**config.mk**
```make
export PLATFORM = sky130hd
export DESIGN_NAME = cell_balance_timer
export DESIGN_NICKNAME = d
export VERILOG_FILES = /design/src/cell_balance_timer_pkg.sv /design/src/ten_second_tick.sv /design/src/balance_duration_counter.sv /design/src/cell_balance_timer.sv
export VERILOG_INCLUDE_DIRS = /design/src
export SDC_FILE = /design/constraint.sdc
export NUM_CORES = 1
export LEC_CHECK = 0
export BUFFER_PORTS_ARGS = -buffer_cell sky130_fd_sc_hd__buf_4
export CORE_ASPECT_RATIO = 0.5
export CORE_MARGIN = 2
export CORE_UTILIZATION = 57
export DETAILED_ROUTE_END_ITERATION = 8
export PLACE_DENSITY_LB_ADDON = 0.08
export SLEW_MARGIN = 20
export SYNTH_ARGS = -nofsm -noshare
export SYNTH_HDL_FRONTEND = slang
export SYNTH_SLANG_ARGS = --single-unit
```
**constraint.sdc**
```tcl
create_clock -name mclk -period 2.9 [get_ports mclk]
set_input_delay 0.145 -clock mclk [delete_from_list [all_inputs] [get_ports mclk]]
set_output_delay 0.145 -clock mclk [all_outputs]
set_load 0.02 [all_outputs]
```
**src/cell_balance_timer_cfg.svh**
```systemverilog
`ifndef CELL_BALANCE_TIMER_CFG_SVH
`define CELL_BALANCE_TIMER_CFG_SVH

// register offsets of the two countdown registers
`define CELL5_COUNTDOWN_OFFSET 16'h1025
`define CELL6_COUNTDOWN_OFFSET 16'h1026

// field positions
`define DURATION_MSB 13
`define DURATION_LSB 0
`define RESERVED_MSB 15
`define RESERVED_LSB 14

// reset, saturation and maximum values of the duration field
`define DURATION_RESET 14'h0000
`define DURATION_ELAPSED_VALUE 14'h0000
`define DURATION_MAX 14'h3FFF
`define RESERVED_VALUE 2'h0

// timing: one count is ten seconds of mclk at 25 MHz
`define MCLK_HZ 25000000
`define TICK_PERIOD_S 10
`define TICK_CYCLES (`MCLK_HZ * `TICK_PERIOD_S)
`define TICK_COUNT_WIDTH 28

`endif

```
**src/cell_balance_timer_pkg.sv**
```systemverilog
package cell_balance_timer_pkg;
    // duration field of one countdown register
    typedef logic [13:0] duration_t;
    // full register word
    typedef logic [15:0] reg_word_t;
    // register address
    typedef logic [15:0] reg_addr_t;
endpackage

```
**src/ten_second_tick.sv**
```systemverilog
`timescale 1ns/100ps
`include "cell_balance_timer_cfg.svh"

// free-running divider giving a one-cycle pulse once per period
module ten_second_tick #(
    parameter int unsigned PERIOD = `TICK_CYCLES
) (
    // clock and reset
    input  wire logic mclk,
    input  wire logic resetn,
    // one-cycle tick
    output logic      tick
);
    logic [`TICK_COUNT_WIDTH-1:0] count_q;  // cycles into the period
    logic                         tick_q;   // registered tick
    wire                          wrap;     // last cycle of period

    // wrap one cycle before the period closes
    assign wrap = (count_q == `TICK_COUNT_WIDTH'(PERIOD - 1));
    assign tick = tick_q;

    // period counter and tick register
    always_ff @(posedge mclk or negedge resetn) begin
        if (!resetn) begin
            count_q <= '0;
            tick_q  <= 1'b0;
        end else begin
            count_q <= wrap ? '0 : count_q + 1'b1;
            tick_q  <= wrap;
        end
    end
endmodule

```
**src/balance_duration_counter.sv**
```systemverilog
`timescale 1ns/100ps
`include "cell_balance_timer_cfg.svh"

// one channel's saturating countdown of ten-second units
module balance_duration_counter (
    // clock and reset
    input  wire logic                              mclk,
    input  wire logic                              resetn,
    // software load
    input  wire logic                              load,
    input  wire cell_balance_timer_pkg::duration_t loadValue,
    // count control
    input  wire logic                              tick,
    input  wire logic                              countEnable,
    // state
    output cell_balance_timer_pkg::duration_t      count,
    output logic                                   balanceAllowed
);
    cell_balance_timer_pkg::duration_t count_q;    // remaining count
    cell_balance_timer_pkg::duration_t count_d;    // next count
    logic                              allowed_q;  // count not zero
    wire                               notElapsed; // count above zero
    wire                               step;       // decrement now

    assign notElapsed = (count_q != `DURATION_ELAPSED_VALUE);
    // decrement only on a tick, when enabled and above zero
    assign step = tick & countEnable & notElapsed;
    // a write wins over a tick in the same cycle
    assign count_d = load ? loadValue :
                     step ? count_q - 14'h0001 : count_q;
    assign count = count_q;
    assign balanceAllowed = allowed_q;

    // counter and zero flag
    always_ff @(posedge mclk or negedge resetn) begin
        if (!resetn) begin
            count_q   <= `DURATION_RESET;
            allowed_q <= 1'b0;
        end else begin
            count_q   <= count_d;
            allowed_q <= (count_d != `DURATION_ELAPSED_VALUE);
        end
    end
endmodule

```
**src/cell_balance_timer.sv**
```systemverilog
`timescale 1ns/100ps
`include "cell_balance_timer_cfg.svh"

// Operation
// - two timer registers, channels 5 and 6
// - bits 15:14 read zero, ignore writes
// - bits 13:0 hold count of ten seconds
// - read returns live remaining count
// - countdown saturates at zero, never wraps
// - zero count halts that channel's balancing
// - decrement only with all three enables
// - reset clears count, channel duration_elapsed_value
// - maximum count 3FFF, 163830 seconds
module cell_balance_timer #(
    parameter int unsigned TICK_CYCLES = `TICK_CYCLES
) (
    // clock and reset
    input  wire logic                              mclk,
    input  wire logic                              resetn,
    // register port
    input  wire cell_balance_timer_pkg::reg_addr_t regAddr,
    input  wire cell_balance_timer_pkg::reg_word_t regWdata,
    input  wire logic                              regWrite,
    input  wire logic                              regRead,
    output cell_balance_timer_pkg::reg_word_t      regRdata,
    // balancing enables
    input  wire logic                              balanceEnable,
    input  wire logic                              timerBalanceEnable,
    input  wire logic [1:0]                        channelEnable,
    // per-channel balancing permission, index 0 is cell 5
    output logic [1:0]                             balanceAllowed
);
    // number of channels kept here
    localparam int NCH = 2;

    // channel index from address, one-hot
    function automatic logic [1:0] channelHit(
        input cell_balance_timer_pkg::reg_addr_t addr
    );
        channelHit = {addr == `CELL6_COUNTDOWN_OFFSET,
                      addr == `CELL5_COUNTDOWN_OFFSET};
    endfunction

    // tick from divider
    wire                                tick;
    // register selected by address
    wire  [1:0]                         hit;
    // write and read selects per channel
    wire  [1:0]                         writeSel;
    wire  [1:0]                         readSel;
    // common enable of all channels
    wire                                globalRun;
    // per-channel count enable
    wire  [1:0]                         countEnable;
    // live counts
    cell_balance_timer_pkg::duration_t  count [NCH];
    // value written to the duration field
    cell_balance_timer_pkg::duration_t  writeValue;
    // read word before the output register
    cell_balance_timer_pkg::reg_word_t  readWord;
    // registered read data
    cell_balance_timer_pkg::reg_word_t  rdata_q;
    cell_balance_timer_pkg::reg_word_t  rdata_d;

    // address decode
    assign hit      = channelHit(regAddr);
    assign writeSel = hit & {NCH{regWrite}};
    assign readSel  = hit & {NCH{regRead}};
    // reserved bits are dropped on write
    assign writeValue = regWdata[`DURATION_MSB:`DURATION_LSB];
    // counting needs global and timer balancing plus channel enable
    assign globalRun   = balanceEnable & timerBalanceEnable;
    assign countEnable = channelEnable & {NCH{globalRun}};

    // read mux: live count, reserved bits zero, unmapped reads zero
    assign readWord =
        readSel[0] ? {`RESERVED_VALUE, count[0]} :
        readSel[1] ? {`RESERVED_VALUE, count[1]} :
                     16'h0000;
    // data stand only in the cycle after the read strobe
    assign rdata_d  = readWord;
    assign regRdata = rdata_q;

    // ten-second tick
    ten_second_tick #(
        .PERIOD (TICK_CYCLES)
    ) u_tick (
        .mclk   (mclk),
        .resetn (resetn),
        .tick   (tick)
    );

    // one counter per channel
    genvar gi;
    generate
        for (gi = 0; gi < NCH; gi++) begin : g_ch
            // saturating countdown, write loads directly
            balance_duration_counter u_cnt (
                .mclk           (mclk),
                .resetn         (resetn),
                .load           (writeSel[gi]),
                .loadValue      (writeValue),
                .tick           (tick),
                .countEnable    (countEnable[gi]),
                .count          (count[gi]),
                .balanceAllowed (balanceAllowed[gi])
            );
        end
    endgenerate

    // read data register
    always_ff @(posedge mclk or negedge resetn) begin
        if (!resetn) begin
            rdata_q <= 16'h0000;
        end else begin
            rdata_q <= rdata_d;
        end
    end

    // per-channel checks
    generate
        for (gi = 0; gi < NCH; gi++) begin : g_chk
            // a write loads the written field next cycle
            property p_write_load;
                @(posedge mclk) disable iff (!resetn)
                writeSel[gi] |=> count[gi] == $past(writeValue);
            endproperty
            a_write_load: assert property (p_write_load)
                else $error("written count not loaded");

            // a read returns the count seen at the strobe
            property p_read_live;
                @(posedge mclk) disable iff (!resetn)
                readSel[gi] |=> regRdata[`DURATION_MSB:0] == $past(count[gi]);
            endproperty
            a_read_live: assert property (p_read_live)
                else $error("read data is not live count");

            // zero stays zero unless written
            property p_saturate;
                @(posedge mclk) disable iff (!resetn)
                (count[gi] == 14'h0000 && !writeSel[gi]) |=>
                    count[gi] == 14'h0000;
            endproperty
            a_saturate: assert property (p_saturate)
                else $error("count wrapped below zero");

            // permission follows a non-zero count
            property p_halt_at_zero;
                @(posedge mclk) disable iff (!resetn)
                balanceAllowed[gi] == (count[gi] != 14'h0000);
            endproperty
            a_halt_at_zero: assert property (p_halt_at_zero)
                else $error("balancing allowed at zero count");

            // without all enables the count holds
            property p_hold;
                @(posedge mclk) disable iff (!resetn)
                (!countEnable[gi] && !writeSel[gi]) |=>
                    count[gi] == $past(count[gi]);
            endproperty
            a_hold: assert property (p_hold)
                else $error("count moved while disabled");

            // enabled tick takes exactly one off
            property p_decrement;
                @(posedge mclk) disable iff (!resetn)
                (tick && countEnable[gi] && !writeSel[gi] &&
                 count[gi] != 14'h0000) |=>
                    count[gi] == $past(count[gi]) - 14'h0001;
            endproperty
            a_decrement: assert property (p_decrement)
                else $error("count not decremented by one");

            // count out of reset is zero
            property p_reset_zero;
                @(posedge mclk) disable iff (!resetn)
                !$past(resetn) |-> count[gi] == 14'h0000;
            endproperty
            a_reset_zero: assert property (p_reset_zero)
                else $error("count not zero after reset");

            // all-ones write gives the maximum count
            property p_max_load;
                @(posedge mclk) disable iff (!resetn)
                (writeSel[gi] && writeValue == 14'h3FFF) |=>
                    count[gi] == 14'h3FFF ##1
                    ($past(writeSel[gi]) || count[gi] >= 14'h3FFE);
            endproperty
            a_max_load: assert property (p_max_load)
                else $error("maximum count not held");

            // a count never grows unless written
            property p_no_wrap;
                @(posedge mclk) disable iff (!resetn)
                !writeSel[gi] |=> count[gi] <= $past(count[gi]);
            endproperty
            a_no_wrap: assert property (p_no_wrap)
                else $error("count grew without a write");

            // a non-zero load lets balancing run next cycle
            property p_allow_on_load;
                @(posedge mclk) disable iff (!resetn)
                (writeSel[gi] && writeValue != 14'h0000) |=>
                    balanceAllowed[gi];
            endproperty
            a_allow_on_load: assert property (p_allow_on_load)
                else $error("balancing not allowed after load");
        end
    endgenerate

    // reserved bits of read data are always zero
    property p_reserved_zero;
        @(posedge mclk) disable iff (!resetn)
        regRdata[`RESERVED_MSB:`RESERVED_LSB] == 2'h0;
    endproperty
    a_reserved_zero: assert property (p_reserved_zero)
        else $error("reserved bits read non-zero");

    // a write to cell 5 leaves cell 6 alone
    property p_separate;
        @(posedge mclk) disable iff (!resetn)
        (writeSel[0] && !tick) |=> count[1] == $past(count[1]);
    endproperty
    a_separate: assert property (p_separate)
        else $error("write to cell 5 changed cell 6");

    // read data vanish after their one cycle
    property p_rdata_once;
        @(posedge mclk) disable iff (!resetn)
        (!regRead) |=> regRdata == 16'h0000;
    endproperty
    a_rdata_once: assert property (p_rdata_once)
        else $error("read data stood too long");

    // an unmapped write leaves both counts alone
    property p_unmapped_write;
        @(posedge mclk) disable iff (!resetn)
        (regWrite && hit == 2'h0 && !tick) |=>
            count[0] == $past(count[0]) && count[1] == $past(count[1]);
    endproperty
    a_unmapped_write: assert property (p_unmapped_write)
        else $error("unmapped write changed a count");

    // an unmapped read answers zero
    property p_unmapped_read;
        @(posedge mclk) disable iff (!resetn)
        (regRead && hit == 2'h0) |=> regRdata == 16'h0000;
    endproperty
    a_unmapped_read: assert property (p_unmapped_read)
        else $error("unmapped read returned data");

    // cycles since the last tick, for the spacing checks
    logic [`TICK_COUNT_WIDTH-1:0] tickGap_q;   // cycles since last tick
    logic                         tickSeen_q;  // one tick passed since reset
    // tick spacing monitor
    always_ff @(posedge mclk or negedge resetn) begin
        if (!resetn) begin
            tickGap_q  <= '0;
            tickSeen_q <= 1'b0;
        end else begin
            tickGap_q  <= tick ? '0 : tickGap_q + 1'b1;
            tickSeen_q <= tickSeen_q | tick;
        end
    end

    // ticks come exactly one period apart
    property p_tick_spacing;
        @(posedge mclk) disable iff (!resetn)
        (tick && tickSeen_q) |->
            tickGap_q == `TICK_COUNT_WIDTH'(TICK_CYCLES - 1);
    endproperty
    a_tick_spacing: assert property (p_tick_spacing)
        else $error("tick spacing differs from period");

    // a tick never stays away longer than a period
    property p_tick_due;
        @(posedge mclk) disable iff (!resetn)
        tickGap_q <= `TICK_COUNT_WIDTH'(TICK_CYCLES);
    endproperty
    a_tick_due: assert property (p_tick_due)
        else $error("tick overdue");

    // a channel counts down to zero and stops
    property p_cover_expire;
        @(posedge mclk) disable iff (!resetn)
        $fell(balanceAllowed[0]);
    endproperty
    c_cover_expire: cover property (p_cover_expire);

    // write then read back the same register
    property p_cover_wr_rd;
        @(posedge mclk) disable iff (!resetn)
        writeSel[1] ##1 readSel[1];
    endproperty
    c_cover_wr_rd: cover property (p_cover_wr_rd);

    // a tick arrives while a channel is disabled
    property p_cover_held;
        @(posedge mclk) disable iff (!resetn)
        tick && !countEnable[0] && balanceAllowed[0];
    endproperty
    c_cover_held: cover property (p_cover_held);

    // the largest duration is loaded
    property p_cover_max;
        @(posedge mclk) disable iff (!resetn)
        writeSel[1] && writeValue == 14'h3FFF;
    endproperty
    c_cover_max: cover property (p_cover_max);

    // a write meets a tick on an enabled channel
    property p_cover_collide;
        @(posedge mclk) disable iff (!resetn)
        writeSel[0] && tick && countEnable[0];
    endproperty
    c_cover_collide: cover property (p_cover_collide);
endmodule

```
# Word level (Yosys, flattened, before mapping)
# Index checks and enable logic that the tools add are counted.
# totals
register_bits	73
inputBits	40
output_inout_bits	18
elab_cells	32
# op_classes
addsub	3
n_eq_ne	3
n_mux	7
bitwise	8
n_reduce_logical	4
# ops
op	count
14-bit two-way mux	6
14-bit nonzero test	4
16-bit by 13-bit equality test with 1-bit output, second input constant	2
28-bit by 1-bit adder with 28-bit output, second input constant	1
28-bit equality test, second input constant	1
28-bit two-way mux	1
14-bit by 1-bit subtractor with 14-bit output, second input constant	2
2-bit AND	3
1-bit AND	5

# Depth between registers and ports, before layout
# depth
word_depth	7
ltp_mapped	10
ltp_nobuf	9

# By module
# From an unflattened synthesis, not the netlist that was laid out.
# hier_totals
cells_unflattened	412
hier_area_um2	4041.4
# by_module_without_submodules
mod	instances	cells_each	area_per_inst_um2	seq_area_each_um2
balance_duration_counter	2	101	932.1	375.4
ten_second_tick	1	149	1496.4	725.7
cell_balance_timer	1	61	680.7	350.3

# Least setup slack after synthesis
# Ideal clock, no wire load.
# synth_path
path_kind	reg2reg
start	reg g_ch[0].u_cnt.count_q[0]
end	reg g_ch[0].u_cnt.allowed_q
setup_time_ns	0.135
arrival_ns	2.117
t_required_ns	2.765
setup_slack_ns	0.648
stages_incl_launch_ff	11
path_buffers	1
period_less_slack_ns	2.252
cell_sequence	dfrtp_1 -> inv_1 -> ha_1 -> or4b_1 -> nor4_2 -> buf_2 -> nor2_1 -> a22oi_1 -> o21ai_1 -> nor4_1 -> nand3_1
# synth_via
elab_chain_len	5
elab_cells_between_ends	6
cone_classes	add/sub: 1; mux: 2; bitwise: 1; reduce/logical: 2
# synth_lines
element	line_no	source
from (decl)	balance_duration_counter.sv:19	cell_balance_timer_pkg::duration_t count_q;
from (signal assigned)	balance_duration_counter.sv:37	count_q <= `DURATION_RESET;
from (signal assigned)	balance_duration_counter.sv:40	count_q <= count_d;
parallel branches: the longest is 2 deep, another holds 14-bit by 1-bit subtractor with 14-bit output	--	
14-bit two-way mux (*)	balance_duration_counter.sv:30	step ? count_q - 14'h0001 : count_q;
14-bit two-way mux (*)	balance_duration_counter.sv:29	assign count_d = load ? loadValue :
via g_ch[0].u_cnt.count_d[2]	balance_duration_counter.sv:20	cell_balance_timer_pkg::duration_t count_d;
14-bit nonzero test (no source line) (*)	--	
to (signal assigned)	balance_duration_counter.sv:41	allowed_q <= (count_d != `DURATION_ELAPSED_VALUE);
to (decl)	balance_duration_counter.sv:21	logic allowed_q;
# Mark *: on every way through the listed nets, which the timed path passes.

# Final worst setup path
# layout_path
start	reg g_ch[1].u_cnt.count_q[8]
end	reg g_ch[1].u_cnt.allowed_q
# layout_via
elab_chain_len	5
elab_cells_between_ends	6
cone_classes	add/sub: 1; mux: 2; bitwise: 1; reduce/logical: 2
# layout_lines
element	line_no
from (decl)	balance_duration_counter.sv:19
from (signal assigned)	balance_duration_counter.sv:37
from (signal assigned)	balance_duration_counter.sv:40
parallel branches: the longest is 2 deep, another holds 14-bit by 1-bit subtractor with 14-bit output	--
14-bit two-way mux (*)	balance_duration_counter.sv:30
14-bit two-way mux (*)	balance_duration_counter.sv:29
14-bit nonzero test (no source line) (*)	--
to (signal assigned)	balance_duration_counter.sv:41
to (decl)	balance_duration_counter.sv:21
# Every way passes the cells marked *.

==> reports/qor.yml <==
run_status: "finished, final reports clean"
design.die.area_um2: 7270
grt_setup_unrepaired: "no"
post_cts_buffers: 0
synthesis.instances: 389
fin_setup_tns_ns: 0
maxSlewViolCount: 0
yosys_register_bits: 73
postLayoutCellArea_um2: 4580
worst_slew_margin_rel_pct: 39.8
h-tree-depth: 3
share_of_synthesized_registers_carrying_an_async_set_or_reset_pct: 100
firstDrtPassIters: 5
post-route-worst-setup-slack_ns: 0.305
tritoncts.num_buffers: 9
leakagePower_nw: 2.08
setup_viol: 0
core.rowCount: 20
fin_crit_sh_pct: 89.5
worst_voltage_drop_across_the_vdd_grid_mv: 0.281
power_per_cell_area_nw_per_um2: 504
detail_route.iter0.violations: 270
crit_path_required_time_ns: 3.10
via_count: 3197
most_frequent_cells_after_synthesis: "sky130_fd_sc_hd__dfrtp_1 (73), sky130_fd_sc_hd__nor2_1 (54), sky130_fd_sc_hd__xnor2_1 (28)"
worstMarginPinSlew_ns: 0.904
number_of_top_level_pins: 58
pre_cts_setup_slack_ns: 0.317
hold_buffers: 1
setup.worst_path.end_class: "flop"
cp_data_arrival_time_ns: 2.79
drc: 0
netlist_area_before_placement_um2: 3740
final_cells: 541
clk_root_buffer_cell: "sky130_fd_sc_hd__clkbuf_16"
syn_avg_cell_area_um2: 9.63
ys_top_cells_by_area: "sky130_fd_sc_hd__dfrtp_1 (49%), sky130_fd_sc_hd__xnor2_1 (6.5%), sky130_fd_sc_hd__nor2_1 (5.4%), sky130_fd_sc_hd__a22o_1 (3.3%), sky130_fd_sc_hd__xor2_1 (3.3%)"
cts.repair.resized: 0
vias_in_the_first_global_route: 3019
clk_latency_ns: 0.34
post-place-cells: 524
synthDominantCellAreaShare_pct: 48.8
drt-total-wl_mm: 9.15
setup.worst_path.class: "flop to flop"
tritoncts_num_sinks: 73
cts.clk_slew.worst_paths_ns: 0.06
hold_path.class: "input pin to flop"
globalRoute.totalOverflow: 0
finalCoreUtilization_pct: 73.8
gp_routability_congestion: 0.934
layout.nets: 491
worst_clock_skew_on_the_final_layout_ns: 0.00668
max-cap-violations: 0
die_span_in_y_um: 61.3
final_ant_viol_nets: 0
report.final.hold_viol_count: 0
synth_cell_types: 45
number_of_enable_flip_flop_cells_after_synthesis: 0
synth-seq-area-share_pct: 48.8
initial_utilization_pct: 60.3
layout-drive-gt1-share_pct: 19.2
cts_tree: "yes"
critical_path_peak_fanout: 7
fmax_ghz: 0.385
finalCriticalPeriod_ns: 2.60
global_route_wire_length_before_repair_mm: 14.8
clock_path_buffers: 2
yosysMostFrequentCell: "sky130_fd_sc_hd__dfrtp_1"
area.growth.synth_to_final_pct: 22.3
die_width_um: 119
core_area_um2: 6210
ys.warnings.count: 0
dp.final_hpwl_mm: 6.74
numPortBuffers: 53
routed_via_density: 5.91
ys_dominant_reg_cell: "sky130_fd_sc_hd__dfrtp_1"
wl_per_cell_um: 16.9
antenna_cells: 0
post_dp_cell_area_um2: 4240
grt_start_max_net_pins: 74
cp-start-kind: "flop"
antenna_violations_before_repair: 0
grt.total_usage_pct: 27.2
synth.largest_area_cell: "sky130_fd_sc_hd__dfrtp_1"
layout by cell type (no fill, tap or decap), drive strengths merged, types with 14 or more instances in the layout:
master,netlist,layout
o21ai,17,17
nand3,15,15
nand2,24,24
nor2,54,54
dfrtp,73,73
xnor2,28,28
a22o,14,14
nor4,18,18
xor2,14,14
nor3,17,17
buf,8,63
path summary, 6_finish.rpt:
check / cells past startpoint / slack [ns] / start / end
max: 7 / 0.30 / g_ch[1].u_cnt.count[8] / g_ch[1].u_cnt.balanceAllowed
min: 3 / 0.07 / regWdata[0] / g_ch[1].u_cnt.count[0]
max reg2reg: 7 / 0.30 / g_ch[1].u_cnt.count[8] / g_ch[1].u_cnt.balanceAllowed
min reg2reg: 1 / 0.46 / u_tick.count_q[6] / u_tick.count_q[6]
max in group asynchronous: 2 / 1.83 / resetn / u_tick.count_q[23]
min in group asynchronous: 2 / 0.48 / resetn / u_tick.count_q[7]
critical path: stages, from the launching register on:
cell and delay (ns):
sky130_fd_sc_hd__dfrtp_1 0.44, sky130_fd_sc_hd__or4_1 0.68, sky130_fd_sc_hd__nor3_1 0.38, sky130_fd_sc_hd__nor3_1 0.10, sky130_fd_sc_hd__a211oi_1 0.33, sky130_fd_sc_hd__o22ai_1 0.18
sky130_fd_sc_hd__nor4_1 0.23, sky130_fd_sc_hd__nand3_1 0.12
per-layer routing:
layer / track usage, % / vias up / wire, um
li1: - / 1515 / -
met1: 34.7 / 1538 / 4070
met2: 45.6 / 131 / 4200
met3: 9.91 / 13 / 795
met4: 6.80 / 0 / 87
met5: 0 / - / 0
flip-flops by register name (all words and copies together) (netlist names):
signal,flops
g_ch.u_cnt.balanceAllowed,2
g_ch.u_cnt.count,28
regRdata,14
u_tick.count_q,28
u_tick.tick,1
power breakdown:
part / internal [mW] / switching [mW] / leakage [nW]
clock network: 0.779 / 0.430 / 0.159
logic: 0.0368 / 0.0410 / 0.920
registers: 1.02 / 0.000387 / 1.01
total: 1.83 / 0.472 / 2.08
cell families after synthesis:
family / synth area share [%]
XOR/XNOR: 9.82
adder cells (fa/ha/maj): 1.00
AO/OA/AOI/OAI: 10.0
multiplexers: 0.267
flip-flops: 48.8
other: 0.100
AND/OR/NAND/NOR: 26.8
buffers and inverters: 3.21
through the flow:
step                total power, mW  hold WS, ns
floorplan                      1.05       -0.151
global placement               1.11        0.309
detailed placement             1.12        0.325
CTS                            2.32       0.0690
global route                   2.38       0.0708
finish                         2.31       0.0695
cell type report:
type                            count  area, um2
Fill cell                         472       1630
Clock buffer                       10        239
Tap cell                           88        110
Timing Repair Buffer               64        483
Sequential cell                    73       1830
Multi-Input combinational cell    292       1800
Clock inverter                      6       90.1
Inverter                            8       30.0
Power figures use the tool's default switching activity.
